--- src/core/evd_regs.svh ---
// Register offsets, field positions, reset values and vector offsets for the dispatch block
//
// Functional notes
// - Frame length longword counts every byte including itself.
// - Flags bit 31 marks resumable; always set for corrected errors.
// - Flags bit 30 marks repeated corrected error; cleared for machine checks.
// - Word at +08 gives processor-section offset; 16 means no firmware data.
// - Processor offset equal to platform offset means no processor data.
// - Word at +12 gives platform offset; equal to length means none.
// - Logout pointer register gets frame offset from logout-area base.
// - Without a frame the logout pointer register holds all ones.
// - Table page frame comes from the table-base register.
// - Table is 512 to 2048 entries of sixteen bytes.
// - Low quadword of entry is fetched as the handler address.
// - High quadword of entry is fetched as the handler parameter.
// - Offsets 0 through 1FF0 hold all fixed vectors.
// - Faults dispatch at unchanged priority, kernel mode, kernel stack.
// - Floating-disabled uses offset 010; access violation uses 080.
// - Translation-not-valid uses offset 090.
// - Fault-on-read uses 0A0; fault-on-write uses 0B0.
// - Fault-on-execute uses 0C0.
// - Arithmetic trap uses 200; 210 to 230 stay unused.
// - Arithmetic traps dispatch at unchanged priority, kernel mode and stack.
// - Machine checks run kernel; level 20 system corrected, else 31.
`ifndef EVD_REGS_SVH
`define EVD_REGS_SVH

// ----------------------------------------------------------------
// Register map
// ----------------------------------------------------------------
`define EVD_OFF_TABLE_BASE  8'h00
`define EVD_OFF_ERR_SUMMARY 8'h04
`define EVD_OFF_IPL         8'h08
`define EVD_OFF_STATUS      8'h0c
`define EVD_IPL_RESET       5'h00
`define EVD_BIT_PROC_PEND   0
`define EVD_BIT_SYS_PEND    1

// ----------------------------------------------------------------
// Logout frame layout
// ----------------------------------------------------------------
`define EVD_FRAME_HDR_BYTES 32'h0000_0010
`define EVD_FLAG_RETRY      31
`define EVD_FLAG_SECOND     30
`define EVD_NO_FRAME_PTR    64'hffff_ffff_ffff_ffff

// ----------------------------------------------------------------
// Vector table
// ----------------------------------------------------------------
`define EVD_PAGE_BITS       13
`define EVD_PARAM_OFF       15'h0008
`define EVD_VEC_FLOAT_DIS   15'h0010
`define EVD_VEC_ACCESS_VIO  15'h0080
`define EVD_VEC_TNV         15'h0090
`define EVD_VEC_FOR         15'h00a0
`define EVD_VEC_FOW         15'h00b0
`define EVD_VEC_FOE         15'h00c0
`define EVD_VEC_ARITH       15'h0200
`define EVD_VEC_SYS_CORR    15'h0620
`define EVD_VEC_PROC_CORR   15'h0630
`define EVD_VEC_SYS_MCHK    15'h0660
`define EVD_VEC_PROC_MCHK   15'h0670
`define EVD_IPL_SYS_CORR    5'h14
`define EVD_IPL_MCHK        5'h1f

`endif

--- src/core/evd_pkg.sv ---
// Types shared by the exception dispatch block
package evd_pkg;

  typedef enum logic [3:0] {
    EVD_FLOAT_DIS, EVD_ACCESS_VIO, EVD_TNV, EVD_FOR, EVD_FOW, EVD_FOE,
    EVD_ARITH, EVD_SYS_CORR, EVD_PROC_CORR, EVD_SYS_MCHK, EVD_PROC_MCHK
  } evd_kind_e;

  typedef struct packed {
    evd_kind_e   kind;
    logic        frame_built;
    logic [63:0] frame_off;
    logic [15:0] pal_len;
    logic [15:0] cpu_len;
    logic [15:0] sys_len;
    logic        mchk_retry;
  } evd_event_s;

  typedef struct packed {
    logic        valid;
    logic [63:0] pc;
    logic [63:0] param;
    logic [4:0]  interrupt_priority_level;
    logic        kernel;
    logic [63:0] logout_ptr;
    logic [31:0] frame_size;
    logic [31:0] frame_flags;
    logic [31:0] cpu_off;
    logic [31:0] sys_off;
  } evd_disp_s;

endpackage

--- src/core/evd_dispatch.sv ---
// Exception dispatch: logout frame header, vector-table fetch and handler entry state
//
// The AXI4-Lite interface to the registers and the register addresses were left to the implementer.
`timescale 1ns/1ns
`default_nettype none
`include "evd_regs.svh"

module evd_dispatch
  import evd_pkg::*;
#(
  parameter int PA_W = 34
) (
  // Clock and reset
  input  wire logic        aclk,
  input  wire logic        aresetn,
  // AXI4-Lite write channels
  input  wire logic [7:0]  s_axi_awaddr,
  input  wire logic        s_axi_awvalid,
  output logic             s_axi_awready,
  input  wire logic [31:0] s_axi_wdata,
  input  wire logic [3:0]  s_axi_wstrb,
  input  wire logic        s_axi_wvalid,
  output logic             s_axi_wready,
  output logic [1:0]       s_axi_bresp,
  output logic             s_axi_bvalid,
  input  wire logic        s_axi_bready,
  // AXI4-Lite read channels
  input  wire logic [7:0]  s_axi_araddr,
  input  wire logic        s_axi_arvalid,
  output logic             s_axi_arready,
  output logic [31:0]      s_axi_rdata,
  output logic [1:0]       s_axi_rresp,
  output logic             s_axi_rvalid,
  input  wire logic        s_axi_rready,
  // Event request from the core
  input  wire evd_event_s  ev_in,
  input  wire logic        ev_valid,
  output logic             ev_ready,
  // Vector table fetch port
  output logic             mem_req,
  output logic [PA_W-1:0]  mem_addr,
  input  wire logic        mem_ack,
  input  wire logic [63:0] mem_rdata,
  // Handler entry
  output evd_disp_s        disp
);

  localparam int PFN_W = PA_W - `EVD_PAGE_BITS;

  // ----------------------------------------------------------------
  // Parameter check
  // ----------------------------------------------------------------
  // Offsets reach 7FF0, so the address needs more than a page of offset
  if (PA_W < 16 || PA_W > 64) begin : g_pa_check
    $error("PA_W must lie between 16 and 64");
  end

  typedef enum logic [1:0] {ST_IDLE, ST_VEC, ST_PARAM, ST_DONE} evd_st_e;

  typedef struct packed {
    evd_st_e          st;
    logic             aw_held;
    logic [7:0]       aw_addr;
    logic             w_held;
    logic [31:0]      wdata;
    logic [3:0]       wstrb;
    logic             awready;
    logic             wready;
    logic             bvalid;
    logic [1:0]       bresp;
    logic             arready;
    logic             rvalid;
    logic [31:0]      rdata;
    logic [1:0]       rresp;
    logic [PFN_W-1:0] page_frame_number;
    logic [1:0]       pend;
    logic [4:0]       interrupt_priority_level;
    evd_kind_e        last_kind;
    logic             ev_ready;
    logic [14:0]      vec_off;
    logic             mem_req;
    logic [PA_W-1:0]  mem_addr;
    evd_disp_s        disp;
  } evd_state_s;

  evd_state_s q;
  evd_state_s d;

  // Vector offset for each event class
  function automatic logic [14:0] vec_of(input evd_kind_e k);
    unique case (k)
      EVD_FLOAT_DIS:  vec_of = `EVD_VEC_FLOAT_DIS;
      EVD_ACCESS_VIO: vec_of = `EVD_VEC_ACCESS_VIO;
      EVD_TNV:        vec_of = `EVD_VEC_TNV;
      EVD_FOR:        vec_of = `EVD_VEC_FOR;
      EVD_FOW:        vec_of = `EVD_VEC_FOW;
      EVD_FOE:        vec_of = `EVD_VEC_FOE;
      EVD_ARITH:      vec_of = `EVD_VEC_ARITH;
      EVD_SYS_CORR:   vec_of = `EVD_VEC_SYS_CORR;
      EVD_PROC_CORR:  vec_of = `EVD_VEC_PROC_CORR;
      EVD_SYS_MCHK:   vec_of = `EVD_VEC_SYS_MCHK;
      EVD_PROC_MCHK:  vec_of = `EVD_VEC_PROC_MCHK;
      default:        vec_of = `EVD_VEC_PROC_MCHK;
    endcase
  endfunction

  // Machine check class, with or without correction
  function automatic logic is_mchk(input evd_kind_e k);
    is_mchk = (k == EVD_SYS_CORR) || (k == EVD_PROC_CORR) || (k == EVD_SYS_MCHK) || (k == EVD_PROC_MCHK);
  endfunction

  function automatic logic is_corr(input evd_kind_e k);
    is_corr = (k == EVD_SYS_CORR) || (k == EVD_PROC_CORR);
  endfunction

  // Byte-lane merge for register writes
  function automatic logic [31:0] merge(input logic [31:0] old, input logic [31:0] nw, input logic [3:0] be);
    for (int i = 0; i < 4; i++) begin
      merge[i*8 +: 8] = be[i] ? nw[i*8 +: 8] : old[i*8 +: 8];
    end
  endfunction

  // ----------------------------------------------------------------
  // Next-state logic
  // ----------------------------------------------------------------
  always_comb begin
    logic        wr_go;
    logic [31:0] wv;
    logic [31:0] rv;
    logic [1:0]  set_pend;
    logic [1:0]  clr_pend;
    logic [31:0] cpu_o;
    logic [31:0] sys_o;
    wr_go    = 1'b0;
    wv       = 32'h0000_0000;
    rv       = 32'h0000_0000;
    set_pend = 2'b00;
    clr_pend = 2'b00;
    cpu_o    = 32'h0000_0000;
    sys_o    = 32'h0000_0000;
    d        = q;
    d.disp.valid = 1'b0;

    // Write address and data are caught in either order
    if (s_axi_awvalid && q.awready) begin
      d.aw_held = 1'b1;
      d.aw_addr = s_axi_awaddr;
    end
    if (s_axi_wvalid && q.wready) begin
      d.w_held = 1'b1;
      d.wdata  = s_axi_wdata;
      d.wstrb  = s_axi_wstrb;
    end
    if (q.bvalid && s_axi_bready) begin
      d.bvalid = 1'b0;
    end
    if (q.aw_held && q.w_held && !q.bvalid) begin
      wr_go     = 1'b1;
      d.aw_held = 1'b0;
      d.w_held  = 1'b0;
      d.bvalid  = 1'b1;
      d.bresp   = 2'b00;
      unique case (q.aw_addr)
        `EVD_OFF_TABLE_BASE: begin
          wv    = merge(32'(q.page_frame_number), q.wdata, q.wstrb);
          d.page_frame_number = wv[PFN_W-1:0];
        end
        `EVD_OFF_ERR_SUMMARY: begin
          if (q.wstrb[0]) begin
            clr_pend = q.wdata[1:0];
          end
        end
        `EVD_OFF_IPL: begin
          if (q.wstrb[0]) begin
            d.interrupt_priority_level = q.wdata[4:0];
          end
        end
        `EVD_OFF_STATUS: ;
        default: d.bresp = 2'b10;
      endcase
    end
    d.awready = !d.aw_held && !(q.aw_held && q.w_held);
    d.wready  = !d.w_held && !(q.aw_held && q.w_held);

    // Read channel answers one cycle after the address is taken
    if (q.rvalid && s_axi_rready) begin
      d.rvalid = 1'b0;
    end
    if (s_axi_arvalid && q.arready) begin
      d.rvalid = 1'b1;
      d.rresp  = 2'b00;
      unique case (s_axi_araddr)
        `EVD_OFF_TABLE_BASE:  rv = 32'(q.page_frame_number);
        `EVD_OFF_ERR_SUMMARY: rv = {30'h0000_0000, q.pend};
        `EVD_OFF_IPL:         rv = {27'h000_0000, q.interrupt_priority_level};
        // Busy in bit 0, last event class code in bits 7:4
        `EVD_OFF_STATUS:      rv = {24'h00_0000, 4'(q.last_kind), 3'h0, (q.st != ST_IDLE)};
        default:              d.rresp = 2'b10;
      endcase
      d.rdata = rv;
    end
    d.arready = !d.rvalid;

    // Dispatch sequence
    unique case (q.st)
      ST_IDLE: begin
        if (ev_valid && q.ev_ready) begin
          d.last_kind = ev_in.kind;
          d.vec_off   = vec_of(ev_in.kind);
          d.mem_req   = 1'b1;
          d.mem_addr  = PA_W'({q.page_frame_number, `EVD_PAGE_BITS'(0)} + PA_W'(vec_of(ev_in.kind)));
          d.st        = ST_VEC;
          // Frame header: sections laid out back to back after the 16-byte header
          cpu_o = `EVD_FRAME_HDR_BYTES + 32'(ev_in.pal_len);
          sys_o = cpu_o + 32'(ev_in.cpu_len);
          d.disp.cpu_off    = cpu_o;
          d.disp.sys_off    = sys_o;
          d.disp.frame_size = sys_o + 32'(ev_in.sys_len);
          d.disp.frame_flags = 32'h0000_0000;
          d.disp.frame_flags[`EVD_FLAG_RETRY] = is_corr(ev_in.kind) || ev_in.mchk_retry;
          if (ev_in.kind == EVD_PROC_CORR) begin
            d.disp.frame_flags[`EVD_FLAG_SECOND] = q.pend[`EVD_BIT_PROC_PEND];
            set_pend[`EVD_BIT_PROC_PEND] = 1'b1;
          end else if (ev_in.kind == EVD_SYS_CORR) begin
            d.disp.frame_flags[`EVD_FLAG_SECOND] = q.pend[`EVD_BIT_SYS_PEND];
            set_pend[`EVD_BIT_SYS_PEND] = 1'b1;
          end
          // Only machine checks carry a frame; others see minus one
          d.disp.logout_ptr = (is_mchk(ev_in.kind) && ev_in.frame_built) ? ev_in.frame_off
                                                                         : `EVD_NO_FRAME_PTR;
          d.disp.kernel = 1'b1;
          if (ev_in.kind == EVD_SYS_CORR) begin
            d.disp.interrupt_priority_level = `EVD_IPL_SYS_CORR;
          end else if (is_mchk(ev_in.kind)) begin
            d.disp.interrupt_priority_level = `EVD_IPL_MCHK;
          end else begin
            d.disp.interrupt_priority_level = q.interrupt_priority_level;
          end
        end
      end
      ST_VEC: begin
        if (mem_ack) begin
          d.disp.pc  = mem_rdata;
          d.mem_addr = q.mem_addr + PA_W'(`EVD_PARAM_OFF);
          d.st       = ST_PARAM;
        end
      end
      ST_PARAM: begin
        if (mem_ack) begin
          d.disp.param = mem_rdata;
          d.mem_req    = 1'b0;
          d.st         = ST_DONE;
        end
      end
      ST_DONE: begin
        // Control passes only once both quadwords are in
        d.disp.valid = 1'b1;
        d.interrupt_priority_level        = q.disp.interrupt_priority_level;
        d.st         = ST_IDLE;
      end
    endcase
    d.ev_ready = (d.st == ST_IDLE) && !(q.st == ST_IDLE && ev_valid && q.ev_ready);

    // A new corrected event beats a software clear in the same cycle
    d.pend = (q.pend & ~clr_pend) | set_pend;
    if (wr_go) begin
      d.wdata = q.wdata;
    end
  end

  // ----------------------------------------------------------------
  // State register
  // ----------------------------------------------------------------
  always_ff @(posedge aclk) begin
    if (!aresetn) begin
      q           <= '0;
      q.st        <= ST_IDLE;
      q.interrupt_priority_level       <= `EVD_IPL_RESET;
      q.last_kind <= EVD_FLOAT_DIS;
      q.disp.logout_ptr <= `EVD_NO_FRAME_PTR;
    end else begin
      q <= d;
    end
  end

  // Outputs straight from the state register
  assign s_axi_awready = q.awready;
  assign s_axi_wready  = q.wready;
  assign s_axi_bvalid  = q.bvalid;
  assign s_axi_bresp   = q.bresp;
  assign s_axi_arready = q.arready;
  assign s_axi_rvalid  = q.rvalid;
  assign s_axi_rdata   = q.rdata;
  assign s_axi_rresp   = q.rresp;
  assign ev_ready      = q.ev_ready;
  assign mem_req       = q.mem_req;
  assign mem_addr      = q.mem_addr;
  assign disp          = q.disp;

  // ----------------------------------------------------------------
  // Assertions
  // ----------------------------------------------------------------
  property p_frame_size;
    @(posedge aclk) disable iff (!aresetn)
    (q.st == ST_IDLE && ev_valid && q.ev_ready) |=>
      q.disp.frame_size == `EVD_FRAME_HDR_BYTES + 32'($past(ev_in.pal_len)) + 32'($past(ev_in.cpu_len))
                           + 32'($past(ev_in.sys_len));
  endproperty
  AST_FRAME_SIZE: assert property (p_frame_size) else $error("frame size wrong");

  AST_RETRY_CORR: assert property (@(posedge aclk) disable iff (!aresetn)
    (q.st == ST_IDLE && ev_valid && q.ev_ready && is_corr(ev_in.kind)) |=> q.disp.frame_flags[31])
    else $error("retry flag clear on corrected error");

  AST_SECOND_MCHK: assert property (@(posedge aclk) disable iff (!aresetn)
    (q.st == ST_IDLE && ev_valid && q.ev_ready && !is_corr(ev_in.kind)) |=> !q.disp.frame_flags[30])
    else $error("second error flag set on machine check");

  AST_CPU_OFF: assert property (@(posedge aclk) disable iff (!aresetn)
    (q.st == ST_IDLE && ev_valid && q.ev_ready && ev_in.pal_len == 16'h0000) |=> q.disp.cpu_off == 32'h0000_0010)
    else $error("processor offset not 16 without firmware data");

  AST_SYS_OFF: assert property (@(posedge aclk) disable iff (!aresetn)
    (q.st == ST_IDLE && ev_valid && q.ev_ready && ev_in.sys_len == 16'h0000) |=> q.disp.sys_off == q.disp.frame_size)
    else $error("platform offset differs from size without platform data");

  AST_NO_FRAME: assert property (@(posedge aclk) disable iff (!aresetn)
    (q.st == ST_IDLE && ev_valid && q.ev_ready && !ev_in.frame_built) |=> q.disp.logout_ptr == 64'hffff_ffff_ffff_ffff)
    else $error("logout pointer not minus one");

  AST_FETCH_ADDR: assert property (@(posedge aclk) disable iff (!aresetn)
    (q.st == ST_IDLE && ev_valid && q.ev_ready) |=>
      mem_req && mem_addr == PA_W'({q.page_frame_number, 13'h0000} + PA_W'(vec_of($past(ev_in.kind)))))
    else $error("entry address wrong");

  AST_PARAM_ADDR: assert property (@(posedge aclk) disable iff (!aresetn)
    (q.st == ST_VEC && mem_ack) |=> mem_addr == $past(mem_addr) + PA_W'(8))
    else $error("parameter address not entry plus eight");

  AST_ARITH_IPL: assert property (@(posedge aclk) disable iff (!aresetn)
    (q.st == ST_IDLE && ev_valid && q.ev_ready && ev_in.kind == EVD_ARITH) |=> q.disp.interrupt_priority_level == $past(q.interrupt_priority_level) && q.disp.kernel)
    else $error("arithmetic trap level changed");

  AST_MCHK_IPL: assert property (@(posedge aclk) disable iff (!aresetn)
    (q.st == ST_IDLE && ev_valid && q.ev_ready && ev_in.kind == EVD_SYS_CORR) |=> q.disp.interrupt_priority_level == 5'h14)
    else $error("system corrected check not at level 20");

  AST_DISP_AFTER_FETCH: assert property (@(posedge aclk) disable iff (!aresetn)
    (q.st == ST_PARAM && mem_ack) |=> !disp.valid ##1 disp.valid ##1 !disp.valid)
    else $error("dispatch not two cycles after parameter fetch");

  COV_FAULT: cover property (@(posedge aclk) disable iff (!aresetn)
    (ev_valid && ev_ready && ev_in.kind == EVD_TNV) ##[1:50] disp.valid);
  COV_CORR_TWICE: cover property (@(posedge aclk) disable iff (!aresetn)
    disp.valid && disp.frame_flags[30]);
  COV_WRITE: cover property (@(posedge aclk) disable iff (!aresetn) s_axi_bvalid && s_axi_bready);
  COV_READ: cover property (@(posedge aclk) disable iff (!aresetn) s_axi_rvalid && s_axi_rready);

endmodule

`default_nettype wire

--- config.mk ---
export PLATFORM = sky130hd
export DESIGN_NAME = evd_dispatch
export DESIGN_NICKNAME = d
export VERILOG_FILES = /design/src/core/evd_pkg.sv /design/src/core/evd_dispatch.sv
export VERILOG_INCLUDE_DIRS = /design/src /design/src/core
export SDC_FILE = /design/constraint.sdc
export NUM_CORES = 1
export LEC_CHECK = 0
export ABC_AREA = 0
export ABC_CLOCK_PERIOD_IN_PS = 9000
export BUFFER_PORTS_ARGS = -buffer_cell sky130_fd_sc_hd__buf_2
export CAP_MARGIN = 20
export CORE_AREA = 3 3 254 256
export CTS_CLUSTER_SIZE = 12
export DETAILED_ROUTE_END_ITERATION = 7
export DIE_AREA = 0 0 257 259
export GPL_TIMING_DRIVEN = 0
export PLACE_DENSITY = 0.62
export SLEW_MARGIN = 20
export SYNTH_ARGS = -nofsm -noshare
export SYNTH_HDL_FRONTEND = slang
export SYNTH_SLANG_ARGS = --single-unit
--- constraint.sdc ---
create_clock -name aclk -period 9 [get_ports aclk]
set_clock_uncertainty 0.05 [all_clocks]
set_input_delay 1.35 -clock aclk [delete_from_list [all_inputs] [get_ports aclk]]
set_output_delay 1.35 -clock aclk [all_outputs]
set_load 0.01 [all_outputs]
==> results of run 1 <==
## cell families (layout without fill, tap and decap cells)
| family | count (synthesis) | after routing | share of synthesized area (%) |
|---|---|---|---|
| XOR/XNOR | 38 | 38 | 1.814 |
| AO/OA/AOI/OAI | 512 | 512 | 17.07 |
| buffers and inverters | 542 | 1164 | 18.81 |
| other | 1 | 104 | 0.01999 |
| flip-flops | 384 | 384 | 40.97 |
| adder cells (fa/ha/maj) | 45 | 45 | 3.081 |
| multiplexers | 27 | 27 | 1.454 |
| AND/OR/NAND/NOR | 744 | 744 | 16.77 |
## registers in the layout, summed over array words and instances, names as in the netlist, 21 cells and up
name and cells:
disp 255, mem_addr 31, q 68, s_axi_rdata 21
## cell type report
class                      count  area, µm²
tap                          846       1059
inverter                      25      93.84
clock buffer                  66       1308
clock inverter                14      197.7
buffer                       517       3437
timing repair buffer         542       2713
multi-input combinational   1454       7871
fill                        6646      38330
antenna                       16      40.04
sequential                   384       7687
## worst max path at each step
stage / start / end / slack [ns] / cells after the start
after floorplan: ev_in[37] / disp[112]$_SDFFE_PN0P_ / 4.55 / 15
after global placement: ev_in[37] / disp[114]$_SDFFE_PN0P_ / 3.87 / 16
after detailed placement: ev_in[37] / disp[114]$_SDFFE_PN0P_ / 3.86 / 16
after CTS: ev_in[37] / disp[114]$_SDFFE_PN0P_ / 4.46 / 16
after global routing: ev_in[37] / disp[114]$_SDFFE_PN0P_ / 4.06 / 17
final: ev_in[37] / disp[114]$_SDFFE_PN0P_ / 4.41 / 16
## layout by cell type (no fill, tap or decap), types with 25 or more instances in the layout
master / count
sky130_fd_sc_hd__a21oi_1: 261
sky130_fd_sc_hd__a22oi_1: 27
sky130_fd_sc_hd__buf_2: 543
sky130_fd_sc_hd__buf_4: 398
sky130_fd_sc_hd__clkbuf_1: 122
sky130_fd_sc_hd__clkbuf_16: 47
sky130_fd_sc_hd__conb_1: 88
sky130_fd_sc_hd__dfxtp_1: 384
sky130_fd_sc_hd__ha_1: 43
sky130_fd_sc_hd__inv_1: 25
sky130_fd_sc_hd__mux2i_1: 25
sky130_fd_sc_hd__nand2_1: 453
sky130_fd_sc_hd__nand3_1: 40
sky130_fd_sc_hd__nor2_1: 148
sky130_fd_sc_hd__nor3_1: 32
sky130_fd_sc_hd__o21ai_0: 49
sky130_fd_sc_hd__o22a_1: 64
## synth_stat cells (4+ instances only)
cell type and count:
sky130_fd_sc_hd__a211oi_1 19, sky130_fd_sc_hd__a21o_1 10, sky130_fd_sc_hd__a21oi_1 261, sky130_fd_sc_hd__a22o_1 4, sky130_fd_sc_hd__a22oi_1 27, sky130_fd_sc_hd__a311oi_1 6, sky130_fd_sc_hd__a31oi_1 8, sky130_fd_sc_hd__and2_1 8
sky130_fd_sc_hd__and3_1 8, sky130_fd_sc_hd__buf_1 8, sky130_fd_sc_hd__buf_4 398, sky130_fd_sc_hd__clkbuf_1 110, sky130_fd_sc_hd__dfxtp_1 384, sky130_fd_sc_hd__ha_1 43, sky130_fd_sc_hd__inv_1 25, sky130_fd_sc_hd__mux2i_1 25
sky130_fd_sc_hd__nand2_1 453, sky130_fd_sc_hd__nand2b_1 5, sky130_fd_sc_hd__nand3_1 40, sky130_fd_sc_hd__nand4_1 7, sky130_fd_sc_hd__nor2_1 148, sky130_fd_sc_hd__nor3_1 32, sky130_fd_sc_hd__nor4_1 9, sky130_fd_sc_hd__o211ai_1 16
sky130_fd_sc_hd__o21a_1 7, sky130_fd_sc_hd__o21ai_0 49, sky130_fd_sc_hd__o22a_1 64, sky130_fd_sc_hd__o22ai_1 7, sky130_fd_sc_hd__or2_2 4, sky130_fd_sc_hd__or3_1 6, sky130_fd_sc_hd__xnor2_1 24, sky130_fd_sc_hd__xor2_1 13
## per-stage QoR
stage                     instance area (µm²)  std cells  total power, W
final                                   24410       3864        0.004573
after global routing                    24400       3860        0.004793
after CTS                               24370       3848        0.004622
after global placement                  22860       3768        0.002716
after floorplan                         19090       2380        0.002406
after detailed placement                22860       3768        0.002715
## power by group through the flow
stage          sequential [W]  clock [W]  combinational, W
3_3_place_gp          0.00186          0          0.000855
3_5_place_dp          0.00186          0          0.000853
6_report              0.00183    0.00189          0.000858
5_1_grt               0.00183    0.00201          0.000952
2_1_floorplan         0.00185          0          0.000559
4_1_cts               0.00183    0.00194          0.000859
## per-layer routing
layer / vias to the layer above / global-route usage (%) / routed length [µm]
met4: 10 / 6.268 / 1946
li1: 8661 / - / -
met3: 109 / 5.268 / 5597
met2: 593 / 32.52 / 32540
met5: - / 0 / 69
met1: 8059 / 25.56 / 29620
## critical path: cells and delay by family
family / cells / cell delay [ns]
simple gates: 4 / 0.90
xor+xnor: 1 / 0.10
compound gates: 7 / 1.53
buf+inv: 1 / 0.14
fa+ha+maj: 3 / 1.04
==> run summary, run 1 <==
Among all flip-flop cells after synthesis, the most frequent one is sky130_fd_sc_hd__dfxtp_1. The end point of the most critical hold path is disp[112]$_SDFFE_PN0P_. The clock group share of total power is 41.3%.

Clock tree synthesis selected as its root buffer the cell sky130_fd_sc_hd__clkbuf_16. The library cell appearing most often on the critical path is sky130_fd_sc_hd__ha_1. Of all cell types, the one taking the most synthesized area is sky130_fd_sc_hd__dfxtp_1. For this design the ratio of total power to cell area is 187.4 mW/mm². The via density per instance came out at 4.511. TritonCTS built the clock tree. From synthesis to final layout, the design area changed by 30.08%. Combinational logic burns 18.8% of the power.

The final setup violation count is 0. The share of final-layout standard cells stronger than drive strength 1 came out at 34.38%. The worst hold slack came out at 0.3951 ns.

In this run the critical register-to-register path is launched from q[498]$_SDFF_PN0_. The number of hold buffers added after CTS came out at 0. The final standard cell utilization of the core is 38.90%. The highest ir drop seen on vdd came out at 0.1186 mV. The final hold violation count came out at 0. The number of clock sinks came out at 384.

The synthesized area per cell came out at 8.182 µm². The number of pins with negative max-slew slack in the final report came out at 0. The worst setup slack after placement came out at 3.863 ns. The count of state elements after synthesis came out at 384.

The maximum single-stage delay on the critical path came out at 0.40 ns. The depth of the worst register-to-register path came out at 6. The design internal power is 0.003254 W. In this run the core area contains 92 standard-cell rows. The critical path data arrival time came out at 5.06 ns. The post-layout worst setup margin is 4.408 ns.

STA classifies the critical path endpoint as a flip-flop. The largest fanout of any net on the critical path is 6. The wire length per cell is 18.06 µm.

The async set-or-reset flop fraction in the synthesized netlist is 0%. The leakage power came out at 11.13 nW. The accumulated negative setup slack came out at 0 ns. The number of global-route vias before repair is 16290. The maximum count of clock buffers along a single path came out at 3. Across all layers, the routed design uses 17432 vias. The core box area is 0.06274 mm².

The critical path class is in2reg. The count of nets left with antenna violations once routing finished came out at 0. The net count reported at finish came out at 3258.

The initial utilization of the core area, before any placement, comes to 29.91%. The number of max-cap violations is 0. In this run the critical register-to-register path is captured at disp[48]$_SDFFE_PN0P_. The checks that failed: DRC. Before antenna repair, the detailed router went through 8 iterations. 647 I/O pins were placed. The y dimension of the die is 259 µm. The overall overflow remaining after global route is 0. The distinct cell type count of the synthesized netlist came out at 78.

The switching power is 0.001319 W. The slowest stage of the critical path belongs to the cell sky130_fd_sc_hd__o221ai_1. The critical path goes through buf_2 > ha_1 > ha_1 > a21oi_1 > o211ai_1 > o221ai_2 > or2b_1 > a21oi_1 > xnor2_1 > ha_1 > and2_1 > o2111ai_1 > o221ai_1 > nor2_1 > nor4b_2 > o21a_1. The final period utilization is 51.02%. The number of warnings reported in the yosys synthesis log came out at 0. Input and output buffers added on the ports amount to 542.

Synthesis produced 2293 cells. In this run the most critical hold path is launched from disp[112]$_SDFFE_PN0P_. The count of flip-flops with a built-in enable after synthesis is 0. Setup repair after global routing left no endpoint under its margin. The DRC violation count after routing came out at 2. The number of CTS-inserted buffers is 46. The detailed router finished its first iteration with 1158 violations. The sequential fraction of design power came out at 39.9%. The congestion estimate from routability-driven global placement came to 0.8938. The actual slew at the worst max-slew pin is 1.083 ns. The worst register-to-register path has a setup slack of 5.95 ns.

The data required time of the worst path came out at 9.46 ns. The share of the synthesized area in the top cell type came out at 40.97%. Static timing analysis puts the maximum clock frequency at 217.8 MHz. The number of gates given a new drive strength after cts is 0. Yosys attributes the largest share of cell area to sky130_fd_sc_hd__dfxtp_1, sky130_fd_sc_hd__buf_4, sky130_fd_sc_hd__nand2_1. The shortest clock period the worst path allows after layout came out at 4.592 ns. The worst hold path cell count is 2. The startpoint type of the worst setup path is an input port.

The run finished, with violations left. The horizontal extent of the die is 257 µm. The wire length of the first global-routing pass is 101500 µm. In this run the worst hold path is classified as reg2reg. The post-synthesis instance area came out at 0.01876 mm². The switching power as a share of total power is 28.85%.

The die covers 0.06656 mm². The sequential-to-total area share from yosys stat is 40.97%. The total wire length after detailed routing is 69770 µm. The maximum number of pins on one net before global-route repair came out at 13. The clock insertion delay at the later pin of the skew report came out at 0.57 ns. The relative slew slack is 27.77%. Post-CTS timing repair inserted 0 buffers for setup. The all-layer global routing usage is 19.88%. The number of antenna violations at the first check in global routing came out at 24. The post-DP HPWL is 54970 µm. The H-tree depth reported by CTS came out at 2. The clock transition at the register clock pins on the worst setup and hold paths after CTS is 0.06 ns.
Note: power is estimated with default switching activity, not from simulation.
==> inputs of run 2 (changes only) <==
--- a/config.mk
+++ b/config.mk
@@ -6,16 +6,16 @@
 export SDC_FILE = /design/constraint.sdc
 export NUM_CORES = 1
 export LEC_CHECK = 0
-export ABC_AREA = 0
-export ABC_CLOCK_PERIOD_IN_PS = 9000
+export ABC_AREA = 1
+export ABC_CLOCK_PERIOD_IN_PS = 4600
 export BUFFER_PORTS_ARGS = -buffer_cell sky130_fd_sc_hd__buf_2
 export CAP_MARGIN = 20
-export CORE_AREA = 3 3 254 256
+export CORE_AREA = 3 3 253 255
 export CTS_CLUSTER_SIZE = 12
 export DETAILED_ROUTE_END_ITERATION = 7
-export DIE_AREA = 0 0 257 259
+export DIE_AREA = 0 0 256 258
 export GPL_TIMING_DRIVEN = 0
-export PLACE_DENSITY = 0.62
+export PLACE_DENSITY = 0.64
 export SLEW_MARGIN = 20
 export SYNTH_ARGS = -nofsm -noshare
 export SYNTH_HDL_FRONTEND = slang
==> constraint.sdc (replaced) <==
create_clock -name aclk -period 4.6 [get_ports aclk]
set_clock_uncertainty 0.05 [all_clocks]
set_input_delay 0.69 -clock aclk [delete_from_list [all_inputs] [get_ports aclk]]
set_output_delay 0.69 -clock aclk [all_outputs]
set_load 0.01 [all_outputs]
==> run summary, run 2 <==
The buffer count from post-CTS setup fixing is 0 (unchanged). The count of flip-flops with a built-in enable after synthesis came out at 0 (unchanged). The routability-driven placement congestion ratio is 0.9402 (was 0.8938). The standard cell with the maximum stage delay on the critical path is sky130_fd_sc_hd__xor2_1 (was sky130_fd_sc_hd__o221ai_1).

The highest routing layer actually used was met5 (unchanged). The worst hold slack came out at 0.3038 ns (was 0.3951 ns). The initial standard-cell utilization of the core was 31.87% (was 29.91%). The mux cell area share after synthesis is 0% (was 1.454%). The sort of element at the end of the critical path is a flip-flop (unchanged). The actual slew at the worst max-slew pin came out at 0.9695 ns (was 1.083 ns). The largest fanout of any net on the critical path was 5 (was 6). The placement-stage cell area came out at 0.02381 mm² (was 0.02286 mm²).

In the finished design, the share of the clock period the worst path needs comes to 88.33%. The clock root buffer was sky130_fd_sc_hd__clkbuf_16 (unchanged). Most frequent cells in the layout: sky130_fd_sc_hd__buf_2, sky130_fd_sc_hd__nor2_1, sky130_fd_sc_hd__nand2_1 (was sky130_fd_sc_hd__buf_2, sky130_fd_sc_hd__nand2_1, sky130_fd_sc_hd__buf_4). The core box area is 0.06183 mm² (was 0.06274 mm²). The main combinational cell family by area after synthesis is simple AND/OR/NAND/NOR gates (was buffers and inverters).

The relative slew slack came out at 35.37% (was 27.77%). The clock transition at the register clock pins on the worst setup and hold paths after CTS is 0.06 ns (about the same). The distinct cell type count of the synthesized netlist came to 45 (was 78). The number of antenna violations at the first check in global routing was 24 (unchanged). Commonest cells post-synth: sky130_fd_sc_hd__nor2_1, sky130_fd_sc_hd__nand2_1, sky130_fd_sc_hd__buf_4 (was sky130_fd_sc_hd__nand2_1, sky130_fd_sc_hd__buf_4, sky130_fd_sc_hd__dfxtp_1).

The maximum single-stage delay on the critical path is 0.41 ns (was 0.40 ns). The post-synthesis instance area was 0.01971 mm² (was 0.01876 mm²). The number of rows in the core area is 91 (was 92). The number of warnings reported in the yosys synthesis log is 0 (unchanged). The highest ir drop seen on vdd is 0.2183 mV (was 0.1186 mV). Unrepaired setup endpoints after global routing: false (unchanged). Leading post-synthesis cells by cell area: sky130_fd_sc_hd__dfxtp_1, sky130_fd_sc_hd__buf_4, sky130_fd_sc_hd__nor2_1 (was sky130_fd_sc_hd__dfxtp_1, sky130_fd_sc_hd__buf_4, sky130_fd_sc_hd__nand2_1).

The area share of and/or/nand/nor cells after synthesis came out at 21.70% (was 16.77%). The most common cell after layout, fill and taps aside is sky130_fd_sc_hd__buf_2 (unchanged). The number of hold buffers added after CTS came to 0 (unchanged).

The origin of the worst setup path is ev_in[37] (unchanged). The number of max-cap violations was 0 (unchanged). The detailed-routed wire length on met2 came out at 35010 µm (was 32540 µm).

The library cell appearing most often on the critical path was sky130_fd_sc_hd__nand2_1 (was sky130_fd_sc_hd__ha_1). The dominant cell by count in the synthesized netlist is sky130_fd_sc_hd__nor2_1 (was sky130_fd_sc_hd__nand2_1). The number of CTS-inserted buffers is 45 (was 46). The number of filler cells placed in the layout is 6571 (was 6646). The count of state elements after synthesis came out at 384 (unchanged).

The clock insertion delay at the later pin of the skew report came out at 0.57 ns (about the same). The wire length the detailed router placed on met1 is 28340 µm (was 29620 µm). The count of input and output buffers came to 545 (was 542). The worst path in the final design needs a cycle of 4.063 ns, including I/O delays and setup. The number of flip-flops under the largest register name is 255 (unchanged).

The number of standard cells after synthesis is 2736 (was 2293). The signed area change from the synthesized netlist to the final layout came out at 28.37% (was 30.08%). The highest attainable clock frequency is 246.1 MHz. The clock tree from TritonCTS is built (unchanged).

The cell count after placement is 4205 (was 3768). The final hold violation count is 0 (unchanged). The wire length of the first global-routing pass is 108000 µm (was 101500 µm). The number of ports placed on the die boundary is 647 (unchanged). The cell area after layout was 0.02530 mm² (was 0.02441 mm²). The library cell occupying the most area in the post-synthesis netlist is sky130_fd_sc_hd__dfxtp_1 (unchanged).

The maximum number of pins on one net before global-route repair was 13 (unchanged). The xor-xnor portion of the synthesized cell area was 1.378% (was 1.814%). The all-layer global routing usage came out at 21.22% (was 19.88%).

The power density of the placed cells is 347.6 mW/mm² (was 187.4 mW/mm²). The startpoint of the most critical register-to-register path is mem_addr[4]$_SDFFE_PN0P_ (was q[498]$_SDFF_PN0_). The synthesized area per cell is 7.203 µm² (was 8.182 µm²). The wire length per cell is 17.04 µm (was 18.06 µm). The total wire length after detailed routing is 73140 µm (was 69770 µm). The critical path class was in2reg (unchanged). The data required time of the worst path is 5.00 ns (was 9.46 ns). The number of pins with negative max-slew slack in the final report came to 0 (unchanged). The overall overflow remaining after global route is 0 (unchanged). The number of global-route vias before repair came out at 18085 (was 16290). The top flip-flop cell by instance count after synthesis was sky130_fd_sc_hd__dfxtp_1 (unchanged). The overall die area is 0.06605 mm² (was 0.06656 mm²).

The horizontal extent of the die came out at 256 µm (was 257 µm). The maximum count of clock buffers along a single path is 3 (unchanged). The net count reported at finish was 3703 (was 3258). The startpoint type of the worst setup path is an input port (unchanged). The dominant delay contributor by cell family on the critical path is simple AND/OR/NAND/NOR gates (was compound AO/OA/AOI/OAI gates). The number of gates given a new drive strength after cts is 0 (unchanged). The critical path data arrival time came out at 4.46 ns (was 5.06 ns). The y dimension of the die is 258 µm (was 259 µm). The number of clock sinks is 384 (unchanged). The DRC violation count after routing was 0 (was 2). The sequential-to-total area share from yosys stat came out at 39.01% (was 40.97%). The count of placed standard cells in the final layout, fillers left out came out at 4293 (was 3864). The register name with the most flops was disp (unchanged). The async set-or-reset flop fraction in the synthesized netlist came out at 0% (unchanged). The count of buffer and inverter cells on the critical path came out at 4 (was 1).

The post-DP HPWL is 58950 µm (was 54970 µm). The via density per instance came out at 4.391 (was 4.511). The DRC marker count from the first detailed-route iteration is 949 (was 1158).

The remaining number of nets flagged by the antenna check after routing came out at 0 (unchanged). The share of the synthesized area in the top cell type is 39.01% (was 40.97%). Status: completed (was finished with violations). The final setup violation count is 0 (unchanged).

The fraction of the mapped netlist area in adder cells came to 2.933% (was 3.081%). The start point of the worst hold path was s_axi_wdata[10] (was disp[112]$_SDFFE_PN0P_). The routed length on met3 came out at 6751 µm (was 5597 µm). The type of the tightest min-delay check is in2reg (was reg2reg).

The detailed-routing iteration count for the pre-antenna-repair pass is 5 (was 8). The via count is 18852 (was 17432). The post-synthesis compound-gate area fraction was 13.42% (was 17.07%). The H-tree depth reported by CTS is 2 (unchanged). The leakage power is 12.57 nW (was 11.13 nW). The share of final-layout standard cells stronger than drive strength 1 is 31.32% (was 34.38%).
-- run 2: changes by cell type in the layout (fill, tap and decap cells not counted), sizes merged, moves of 24 or more --
cell and delta:
nand2 -24, clkbuf -41, mux2i -25, nor2 +342
nand3 +33, inv +180, buf +34, o22a -64
a21oi -137, a22oi -27, o21ai +278
-- run 2: cell type report --
class	instances	area (µm²)	share of cell area, %
diodes	11	27.53	0.1088
plain buffers	509	3465	13.70
clock buffers	64	1299	5.134
clock inverters	13	162.7	0.6430
inverters	208	780.7	3.086
multi-input cells	1722	8100	32.02
flip-flops and latches	384	7687	30.39
well taps	837	1047	4.140
repair buffers	545	2728	10.78
-- run 2: worst min-delay path, delay by kind of cell --
kind / cells / cell delay (ns)
buffers and inverters: 1 / 0.07
AND/OR/NAND/NOR: 2 / 0.11
-- run 2: cells by family after synthesis --
family	count (synthesis)
AOI/OAI and AO/OA	499
other	1
DFF	384
and+or+nand+nor	1059
buffers and inverters	717
xor gates and xnor gates	31
adders and majority gates	45
-- run 2: routing by layer --
metal,track usage (%),vias to the layer above
li1,-,9614
met1,23.31,8371
met2,37.74,690
met3,7.198,149
met4,8.236,28
met5,0,-
-- run 2: metrics by stage --
step / setup TNS [ns] / worst slack, ns / power [W] / util (%)
6_report: 0 / 0.5369 / 0.008794 / 40.92
5_1_grt: 0 / 0.2220 / 0.009211 / 40.88
4_1_cts: 0 / 0.5650 / 0.008910 / 40.87
3_5_place_dp: -0.03100 / -0.03100 / 0.005287 / 38.51
3_3_place_gp: -0.05337 / -0.04664 / 0.005281 / 38.51
2_1_floorplan: 0 / 0.8389 / 0.004675 / -
-- run 2: worst paths after layout --
path / to / slack (ns) / cells past startpoint
hold / removal: q[465]$_SDFFE_PN0P_ / 0.30 / 3
hold reg to reg: disp[112]$_SDFFE_PN0P_ / 0.40 / 2
setup reg to reg: mem_addr[15]$_SDFFE_PN0P_ / 2.18 / 10
setup / recovery: disp[111]$_SDFFE_PN0P_ / 0.54 / 25
-- run 2: power breakdown --
group	total (W)	internal, W	switching, W
clock network	0.00358	0.00213	0.00145
registers	0.00361	0.00349	0.000119
logic	0.00161	0.000656	0.000951
